### src/inc/port_c_defs.svh
// register offsets, reset values and pin positions for the third i/o port
`ifndef PORT_C_DEFS_SVH
`define PORT_C_DEFS_SVH
`define PC_ADDR_W 4
`define PC_OFS_PIN_LEVEL 4'h0
`define PC_OFS_OUT_LATCH 4'h1
`define PC_OFS_DIRECTION 4'h2
`define PC_OFS_PERIPH_CTRL 4'h3
`define PC_OFS_PERIPH_STAT 4'h4
`define PC_DIR_RESET 8'hff
`define PC_LATCH_RESET 8'h00
`define PC_CTRL_RESET 8'h01
`define PC_CTRL_PINSEL_BIT 0
`define PC_CTRL_OSC_EN_BIT 1
`define PC_CTRL_CCP_EN_BIT 2
`define PC_CTRL_CCP_OUT_BIT 3
`define PC_PIN_OSC_OUT 0
`define PC_PIN_SECOND 1
`endif

### src/inc/port_c_pkg.sv
// types shared by the third i/o port
package port_c_pkg;
  typedef struct packed {
    logic [7:0] out;
    logic [7:0] oe;
  } pin_drive_t;
  typedef struct packed {
    logic [3:0] addr;
    logic [7:0] wdata;
    logic wr;
    logic rd;
  } reg_req_t;
endpackage

### src/port_c_gpio.sv
// third i/o port: direction, output latch, pin levels and peripheral takeover
//
// Added by the designer: the register addresses and the address-and-strobe port.
`timescale 1ns/1ps
`include "port_c_defs.svh"
module port_c_gpio
  import port_c_pkg::*;
(
  // clock and reset
  input wire logic core_clk,
  input wire logic rst_b,
  // register port
  input wire reg_req_t req,
  output logic [7:0] rdata,
  // pins, already schmitt-conditioned by the pad
  input wire logic [7:0] pin_in,
  output pin_drive_t pin_drv,
  // second compare unit, pin one routing
  input wire logic ccp_out_level,
  output logic ccp_capture_in,
  output logic ccp_on_other_port,
  // timer oscillator pads see analog pins while enabled
  output logic timer_osc_active
);
  // stored register bits
  logic [7:0] latch_q;
  logic [7:0] latch_d;
  logic [7:0] dir_q;
  logic [7:0] dir_d;
  logic pinsel_q;
  logic pinsel_d;
  logic osc_en_q;
  logic osc_en_d;
  logic unit_en_q;
  logic unit_en_d;
  logic unit_mode_q;
  logic unit_mode_d;
  logic [7:0] pin_level_q;

  // register port decode
  logic wr_pin_level;
  logic wr_latch;
  logic wr_dir;
  logic wr_ctrl;

  // peripheral claims on the pins
  logic ccp_pin_out;
  logic ccp_pin_in;
  logic [7:0] osc_claim;
  logic [7:0] ccp_claim;

  // next values of the registered outputs
  logic [7:0] drv_out_d;
  logic [7:0] drv_oe_d;
  logic [7:0] rdata_d;
  logic [7:0] ctrl_word;
  logic [7:0] stat_word;
  logic [7:0] pin_read_word;
  logic ccp_capture_d;
  logic ccp_other_d;
  logic osc_active_d;

  // reset image of the control byte, split into its fields below
  localparam logic [7:0] ctrl_reset = `PC_CTRL_RESET;

  // one strobe per register except the read-only status one; the pin level address is a second door to the latch,
  // so software that writes the port rather than the latch still sets the outputs;
  // the bus never waits, so every strobe is taken on the edge that sees it
  assign wr_pin_level = req.wr && (req.addr == `PC_OFS_PIN_LEVEL);
  assign wr_latch = req.wr && (req.addr == `PC_OFS_OUT_LATCH);
  assign wr_dir = req.wr && (req.addr == `PC_OFS_DIRECTION);
  assign wr_ctrl = req.wr && (req.addr == `PC_OFS_PERIPH_CTRL);

  // latch next value: either address writes the same bits, so clears agree
  always_comb begin
    latch_d = latch_q;
    if (wr_pin_level || wr_latch) begin
      latch_d = req.wdata;
    end
  end

  // output latch; its own address reads these bits, not the pin levels,
  // so read-modify-write never picks up a level forced by the outside
  always_ff @(posedge core_clk or negedge rst_b) begin
    if (!rst_b) begin
      latch_q <= `PC_LATCH_RESET;
    end else begin
      latch_q <= latch_d;
    end
  end

  // direction next value; only software writes it, peripherals never do
  always_comb begin
    dir_d = dir_q;
    if (wr_dir) begin
      dir_d = req.wdata;
    end
  end

  // direction bits; all ones after reset leaves every pin an input
  always_ff @(posedge core_clk or negedge rst_b) begin
    if (!rst_b) begin
      dir_q <= `PC_DIR_RESET;
    end else begin
      dir_q <= dir_d;
    end
  end

  // control next values, taken apart from the written byte;
  // bits 7:4 have no storage and read back as zero
  always_comb begin
    pinsel_d = pinsel_q;
    osc_en_d = osc_en_q;
    unit_en_d = unit_en_q;
    unit_mode_d = unit_mode_q;
    if (wr_ctrl) begin
      pinsel_d = req.wdata[`PC_CTRL_PINSEL_BIT];
      osc_en_d = req.wdata[`PC_CTRL_OSC_EN_BIT];
      unit_en_d = req.wdata[`PC_CTRL_CCP_EN_BIT];
      unit_mode_d = req.wdata[`PC_CTRL_CCP_OUT_BIT];
    end
  end

  // pin select; one after reset keeps the compare unit on pin one,
  // zero hands it to the other port and frees pin one for plain i/o
  always_ff @(posedge core_clk or negedge rst_b) begin
    if (!rst_b) begin
      pinsel_q <= ctrl_reset[`PC_CTRL_PINSEL_BIT];
    end else begin
      pinsel_q <= pinsel_d;
    end
  end

  // timer oscillator enable; the pads do the analog work, we only release them
  always_ff @(posedge core_clk or negedge rst_b) begin
    if (!rst_b) begin
      osc_en_q <= ctrl_reset[`PC_CTRL_OSC_EN_BIT];
    end else begin
      osc_en_q <= osc_en_d;
    end
  end

  // compare unit enable
  always_ff @(posedge core_clk or negedge rst_b) begin
    if (!rst_b) begin
      unit_en_q <= ctrl_reset[`PC_CTRL_CCP_EN_BIT];
    end else begin
      unit_en_q <= unit_en_d;
    end
  end

  // compare unit mode: one drives pin one, zero captures from it
  always_ff @(posedge core_clk or negedge rst_b) begin
    if (!rst_b) begin
      unit_mode_q <= ctrl_reset[`PC_CTRL_CCP_OUT_BIT];
    end else begin
      unit_mode_q <= unit_mode_d;
    end
  end

  // pin sampling; the pad's schmitt buffer cleans the level, we only register it;
  // a level reaches read data two edges after it settles on the pin
  always_ff @(posedge core_clk or negedge rst_b) begin
    if (!rst_b) begin
      pin_level_q <= 8'h00;
    end else begin
      pin_level_q <= pin_in;
    end
  end

  // the compare unit claims pin one only while routed here and enabled
  assign ccp_pin_out = pinsel_q & unit_en_q & unit_mode_q;
  assign ccp_pin_in = pinsel_q & unit_en_q & ~unit_mode_q;

  // per-pin drive: direction bit first, then the unit claim, the oscillator last;
  // the claim only overrides the drive, never the stored direction bits, so
  // software finds its own setting again once the peripheral lets go
  genvar g;
  generate
    for (g = 0; g < 8; g++) begin : g_pin
      logic oe_b;
      logic out_b;
      // claim masks; only pins zero and one ever see a peripheral
      assign osc_claim[g] = osc_en_q && (g == `PC_PIN_OSC_OUT || g == `PC_PIN_SECOND);
      assign ccp_claim[g] = (g == `PC_PIN_SECOND) && (ccp_pin_out || ccp_pin_in);
      // oscillator beats the unit: both pins are analog while it runs
      always_comb begin
        oe_b = ~dir_q[g];
        out_b = latch_q[g];
        if (ccp_claim[g]) begin
          oe_b = ccp_pin_out;
          if (ccp_pin_out) begin
            out_b = ccp_out_level;
          end
        end
        if (osc_claim[g]) begin
          oe_b = 1'b0;
          out_b = 1'b0;
        end
      end
      assign drv_oe_d[g] = oe_b;
      assign drv_out_d[g] = out_b;
    end
  endgenerate

  // registered pin values so outputs never glitch on control writes;
  // the price is one edge between a write and the pin
  always_ff @(posedge core_clk or negedge rst_b) begin
    if (!rst_b) begin
      pin_drv.out <= 8'h00;
    end else begin
      pin_drv.out <= drv_out_d;
    end
  end

  // registered pin enables; all off in reset, so every pin starts as an input
  always_ff @(posedge core_clk or negedge rst_b) begin
    if (!rst_b) begin
      pin_drv.oe <= 8'h00;
    end else begin
      pin_drv.oe <= drv_oe_d;
    end
  end

  // words as software sees them; unused bits read zero
  assign ctrl_word = {4'h0, unit_mode_q, unit_en_q, osc_en_q, pinsel_q};
  assign stat_word = {6'h00, ccp_pin_out, osc_en_q};
  // oscillator pins are analog, so their digital reads show zero
  assign pin_read_word = pin_level_q & ~osc_claim;

  // read mux; no read strobe gives zero, so stale data never lingers on the bus
  always_comb begin
    rdata_d = 8'h00;
    if (req.rd) begin
      case (req.addr)
        `PC_OFS_PIN_LEVEL: rdata_d = pin_read_word;
        `PC_OFS_OUT_LATCH: rdata_d = latch_q;
        `PC_OFS_DIRECTION: rdata_d = dir_q;
        `PC_OFS_PERIPH_CTRL: rdata_d = ctrl_word;
        `PC_OFS_PERIPH_STAT: rdata_d = stat_word;
        default: rdata_d = 8'h00;
      endcase
    end
  end

  // read data, one cycle after the strobe and only there;
  // unmapped addresses are not an error, they simply read zero
  always_ff @(posedge core_clk or negedge rst_b) begin
    if (!rst_b) begin
      rdata <= 8'h00;
    end else begin
      rdata <= rdata_d;
    end
  end

  // peripheral side next values; a moved unit sees no capture from this port
  assign ccp_capture_d = pinsel_q & pin_level_q[`PC_PIN_SECOND];
  assign ccp_other_d = ~pinsel_q;
  assign osc_active_d = osc_en_q;

  // capture level routed to the unit; it still follows the pad while the
  // oscillator runs, so the unit must not capture then
  always_ff @(posedge core_clk or negedge rst_b) begin
    if (!rst_b) begin
      ccp_capture_in <= 1'b0;
    end else begin
      ccp_capture_in <= ccp_capture_d;
    end
  end

  // routing flag for the other port
  always_ff @(posedge core_clk or negedge rst_b) begin
    if (!rst_b) begin
      ccp_on_other_port <= 1'b0;
    end else begin
      ccp_on_other_port <= ccp_other_d;
    end
  end

  // oscillator active flag for the pads
  always_ff @(posedge core_clk or negedge rst_b) begin
    if (!rst_b) begin
      timer_osc_active <= 1'b0;
    end else begin
      timer_osc_active <= osc_active_d;
    end
  end
endmodule

### config.mk
export PLATFORM = sky130hd
export DESIGN_NAME = port_c_gpio
export DESIGN_NICKNAME = d
export VERILOG_FILES = /design/src/inc/port_c_pkg.sv /design/src/port_c_gpio.sv
export VERILOG_INCLUDE_DIRS = /design/src /design/src/inc
export SDC_FILE = /design/constraint.sdc
export NUM_CORES = 1
export LEC_CHECK = 0
export ABC_AREA = 1
export BUFFER_PORTS_ARGS = -buffer_cell sky130_fd_sc_hd__buf_2
export CORE_MARGIN = 1
export CORE_UTILIZATION = 40
export DETAILED_ROUTE_END_ITERATION = 16
export GPL_TIMING_DRIVEN = 0
export SYNTH_ARGS = -nofsm -noshare
export SYNTH_HDL_FRONTEND = slang
export SYNTH_SLANG_ARGS = --single-unit
### constraint.sdc
create_clock -name core_clk -period 1.5 [get_ports core_clk]
set_input_delay 0.45 -clock core_clk [delete_from_list [all_inputs] [get_ports core_clk]]
set_output_delay 0.45 -clock core_clk [all_outputs]
set_load 0.01 [all_outputs]
==> results.tsv <==
stage	metric	value	unit
outcome	status	complete, no violations	
timing	clock.fmax	0.783	GHz
clock_network	clk_path_buf_depth	2	
logic_synthesis	yosys.area.top_type	dfrtp_1	
global_routing	antenna_found_initial	0	
hold_path	min-delay-start	pin_in[0]	
clock_network	post_cts_buffers	0	
global_routing	grtUsageTotal	15.7	%
timing	setup_slack	223	ps
clock_network	clkSinkCount	55	
clock_network	path_clk_slew	90	ps
routing	wl	3960	um
clock_network	cts_tree	yes	
pwr	powerDensity	1240	mW/mm^2
timing	worst_pin_slew	1160	ps
logic_synthesis	ys_top_cells_by_area	dfrtp_1 (54%), dfstp_2 (11%), nand2_1 (8.1%)	
logic_synthesis	synthCells	208	
timing	hold_viol	0	
pwr	p_leak	0.00136	uW
final_layout	layout-drive-gt1-share	34.1	%
final_layout	nNetsFinal	291	
floorplanning	fp-row-count	26	
critical_path	crit_chain	buf_2	
logic_synthesis	synth_area	0.00214	sq mm
logic_synthesis	ys_warn_count	0	
logic_synthesis	syn_avg_cell_area	10.3	sq um
critical_path	crit_slowest_cell	dfrtp_1	
logic_synthesis	synthArstFlopShare	100	%
clock_network	root_buffer	clkbuf_8	
floorplanning	dieArea	0.00564	sq mm
logic_synthesis	synth_edf_count	0	
critical_path	crit_path_start_kind	flip-flop	
logic_synthesis	ys.flop_type	dfrtp_1	
critical_path	crit_path_end_kind	output port	
final_layout	fill_cells	529	
timing	maxSlewHeadroom	22.7	%
critical_path	worst_r2r_startpoint	osc_active_d	
critical_path	crit_family	flip-flops	
pwr	vdd_drop_max	0.000492	V
timing	rsz0062_at_grt	false	
logic_synthesis	synthTopCellsByCount	dfrtp_1 (46), nand2_1 (46), inv_1 (28), nand3_1 (27), nor2_1 (14)	
floorplanning	initial_core_util	41.6	%
logic_synthesis	synth_top_cell_area_share	53.9	%
timing	post-route-min-period	1280	ps
timing	setup-violations-final	0	
floorplanning	io-pin-count	52	
global_routing	grt_pass1_vias	1329	
critical_path	cp-startpoint	pin_drv[13]	
floorplanning	chipWidth	75.1	um
flow_run	max_cap_viol_count	0	
routing	vias	1446	
clock_network	insertion_delay	310	ps
timing	fin_skew	11.1	ps
logic_synthesis	yosysSeqAreaShare	64.9	%
critical_path	worst-path-buf-inv	1	
routing	drtIter0Drc	82	
floorplanning	core_area	0.00514	sq mm
placed_design	placedCellCount	329	
hold_path	min_path_type	primary input to flip-flop	
critical_path	cp_data_required_time	1050	ps
logic_synthesis	syn_nets	233	
placed_design	pre_cts_ws	-27.4	ps
placed_design	gp_congestion	0.787	
final_layout	antenna_cells	0	
logic_synthesis	yosys_register_bits	55	
critical_path	crit_fanout	1	
placed_design	hpwl	2850	um
placed_design	io_buffers	51	
global_routing	grt_first_pass_wirelength	6580	um
global_routing	grt_max_degree	56	
clock_network	ctsResizeCount	0	
routing	via_per_inst	4.29	
critical_path	crit_type	flip-flop to output port	
routing	drtPass1Iterations	4	
global_routing	gr-total-overflow	0	
logic_synthesis	netlist-cell-type-count	21	
critical_path	reg2reg_slack	330	ps
final_layout	syn2layout_area_growth	20.1	%
critical_path	max_stage_delay	390	ps
timing	finalCritPeriodShare	85.1	%
final_layout	fin_cells	337	
critical_path	arrival	830	ps
routing	ant_nets	0	
routing	wl_per_cell	11.7	um
clock_network	cts_hold_buf	0	
clock_network	cts_buffers	5	
timing	tns	0	ps
floorplanning	die_h	75.1	um
routing	drc_errors	0	
clock_network	cts.htree.levels	2	
timing	maxSlewViolCount	0	
-- through the flow --
step / util [%] / instance area (sq um) / total power [uW] / hold slack [ps]
after floorplan: - / 2140 / 2160 / 154
after global placement: 48.2 / 2480 / 2410 / 358
after detailed placement: 48.2 / 2480 / 2420 / 363
after CTS: 50.0 / 2570 / 3230 / 241
after global routing: 50.0 / 2570 / 3370 / 238
final: 50.0 / 2570 / 3190 / 247
-- state kept, by name (all words and copies together), names as in the netlist --
signal / count
ccp_capture_in: 1
ccp_on_other_port: 1
dir_q: 8
latch_q: 8
osc_active_d: 1
pin_drv: 16
pin_level_q: 8
pinsel_q: 1
rdata: 8
timer_osc_active: 1
unit_en_q: 1
unit_mode_q: 1
-- metal layers --
| layer | vias up | share of wire, % | track usage (%) |
|---|---|---|---|
| met5 | - | 0 | 0 |
| met4 | 0 | 1.5 | 5.66 |
| met3 | 5 | 4.4 | 2.81 |
| met2 | 36 | 44 | 23.0 |
| met1 | 643 | 50 | 23.3 |
| li1 | 762 | - | - |
-- layout make-up --
| cell class | instances | area, sq um | area share [%] |
|---|---|---|---|
| multi-input cells | 118 | 598 | 23.3 |
| clock buffers | 5 | 68.8 | 2.68 |
| inverters | 30 | 113 | 4.39 |
| plain buffers | 5 | 38.8 | 1.51 |
| repair buffers | 51 | 255 | 9.94 |
| flip-flops and latches | 55 | 1390 | 54.0 |
| clock inverters | 3 | 18.8 | 0.731 |
| well taps | 70 | 87.6 | 3.41 |
-- worst paths after layout --
check | end | cells after the start
setup reg to reg | rdata[0] | 6
hold / removal | pin_level_q[0] | 1
hold reg to reg | timer_osc_active | 0
min in group asynchronous | pin_drv[6] | 1
setup / recovery | pin_drv[13] | 1
max in group asynchronous | pin_level_q[1] | 1
-- placed cells by master (no fill, tap or decap) --
cell	n
a211oi_1	1
a21oi_1	1
buf_2	52
buf_4	1
buf_6	2
clkbuf_1	1
clkbuf_8	5
clkinv_2	2
dfrtp_1	46
dfstp_2	9
inv_1	28
inv_2	2
inv_6	1
nand2_1	46
nand2_2	1
nand3_1	27
nand3_2	1
nand3_4	1
nor2_1	14
nor2_2	3
nor2_4	2
nor2_8	1
o21ai_1	12
o21ai_2	8
-- power by group --
part	internal, uW	leakage, uW	switching [uW]
clock	330	0.0000483	476
sequential	1750	0.000661	138
combinational	206	0.000651	292
-- cell families after synthesis --
family                 synth area share [%]
and+or+nand+nor                        21.3
AOI/OAI and AO/OA                      6.67
buffers and inverters                  7.08
DFF                                    64.9
Power figures use the tool's default switching activity.
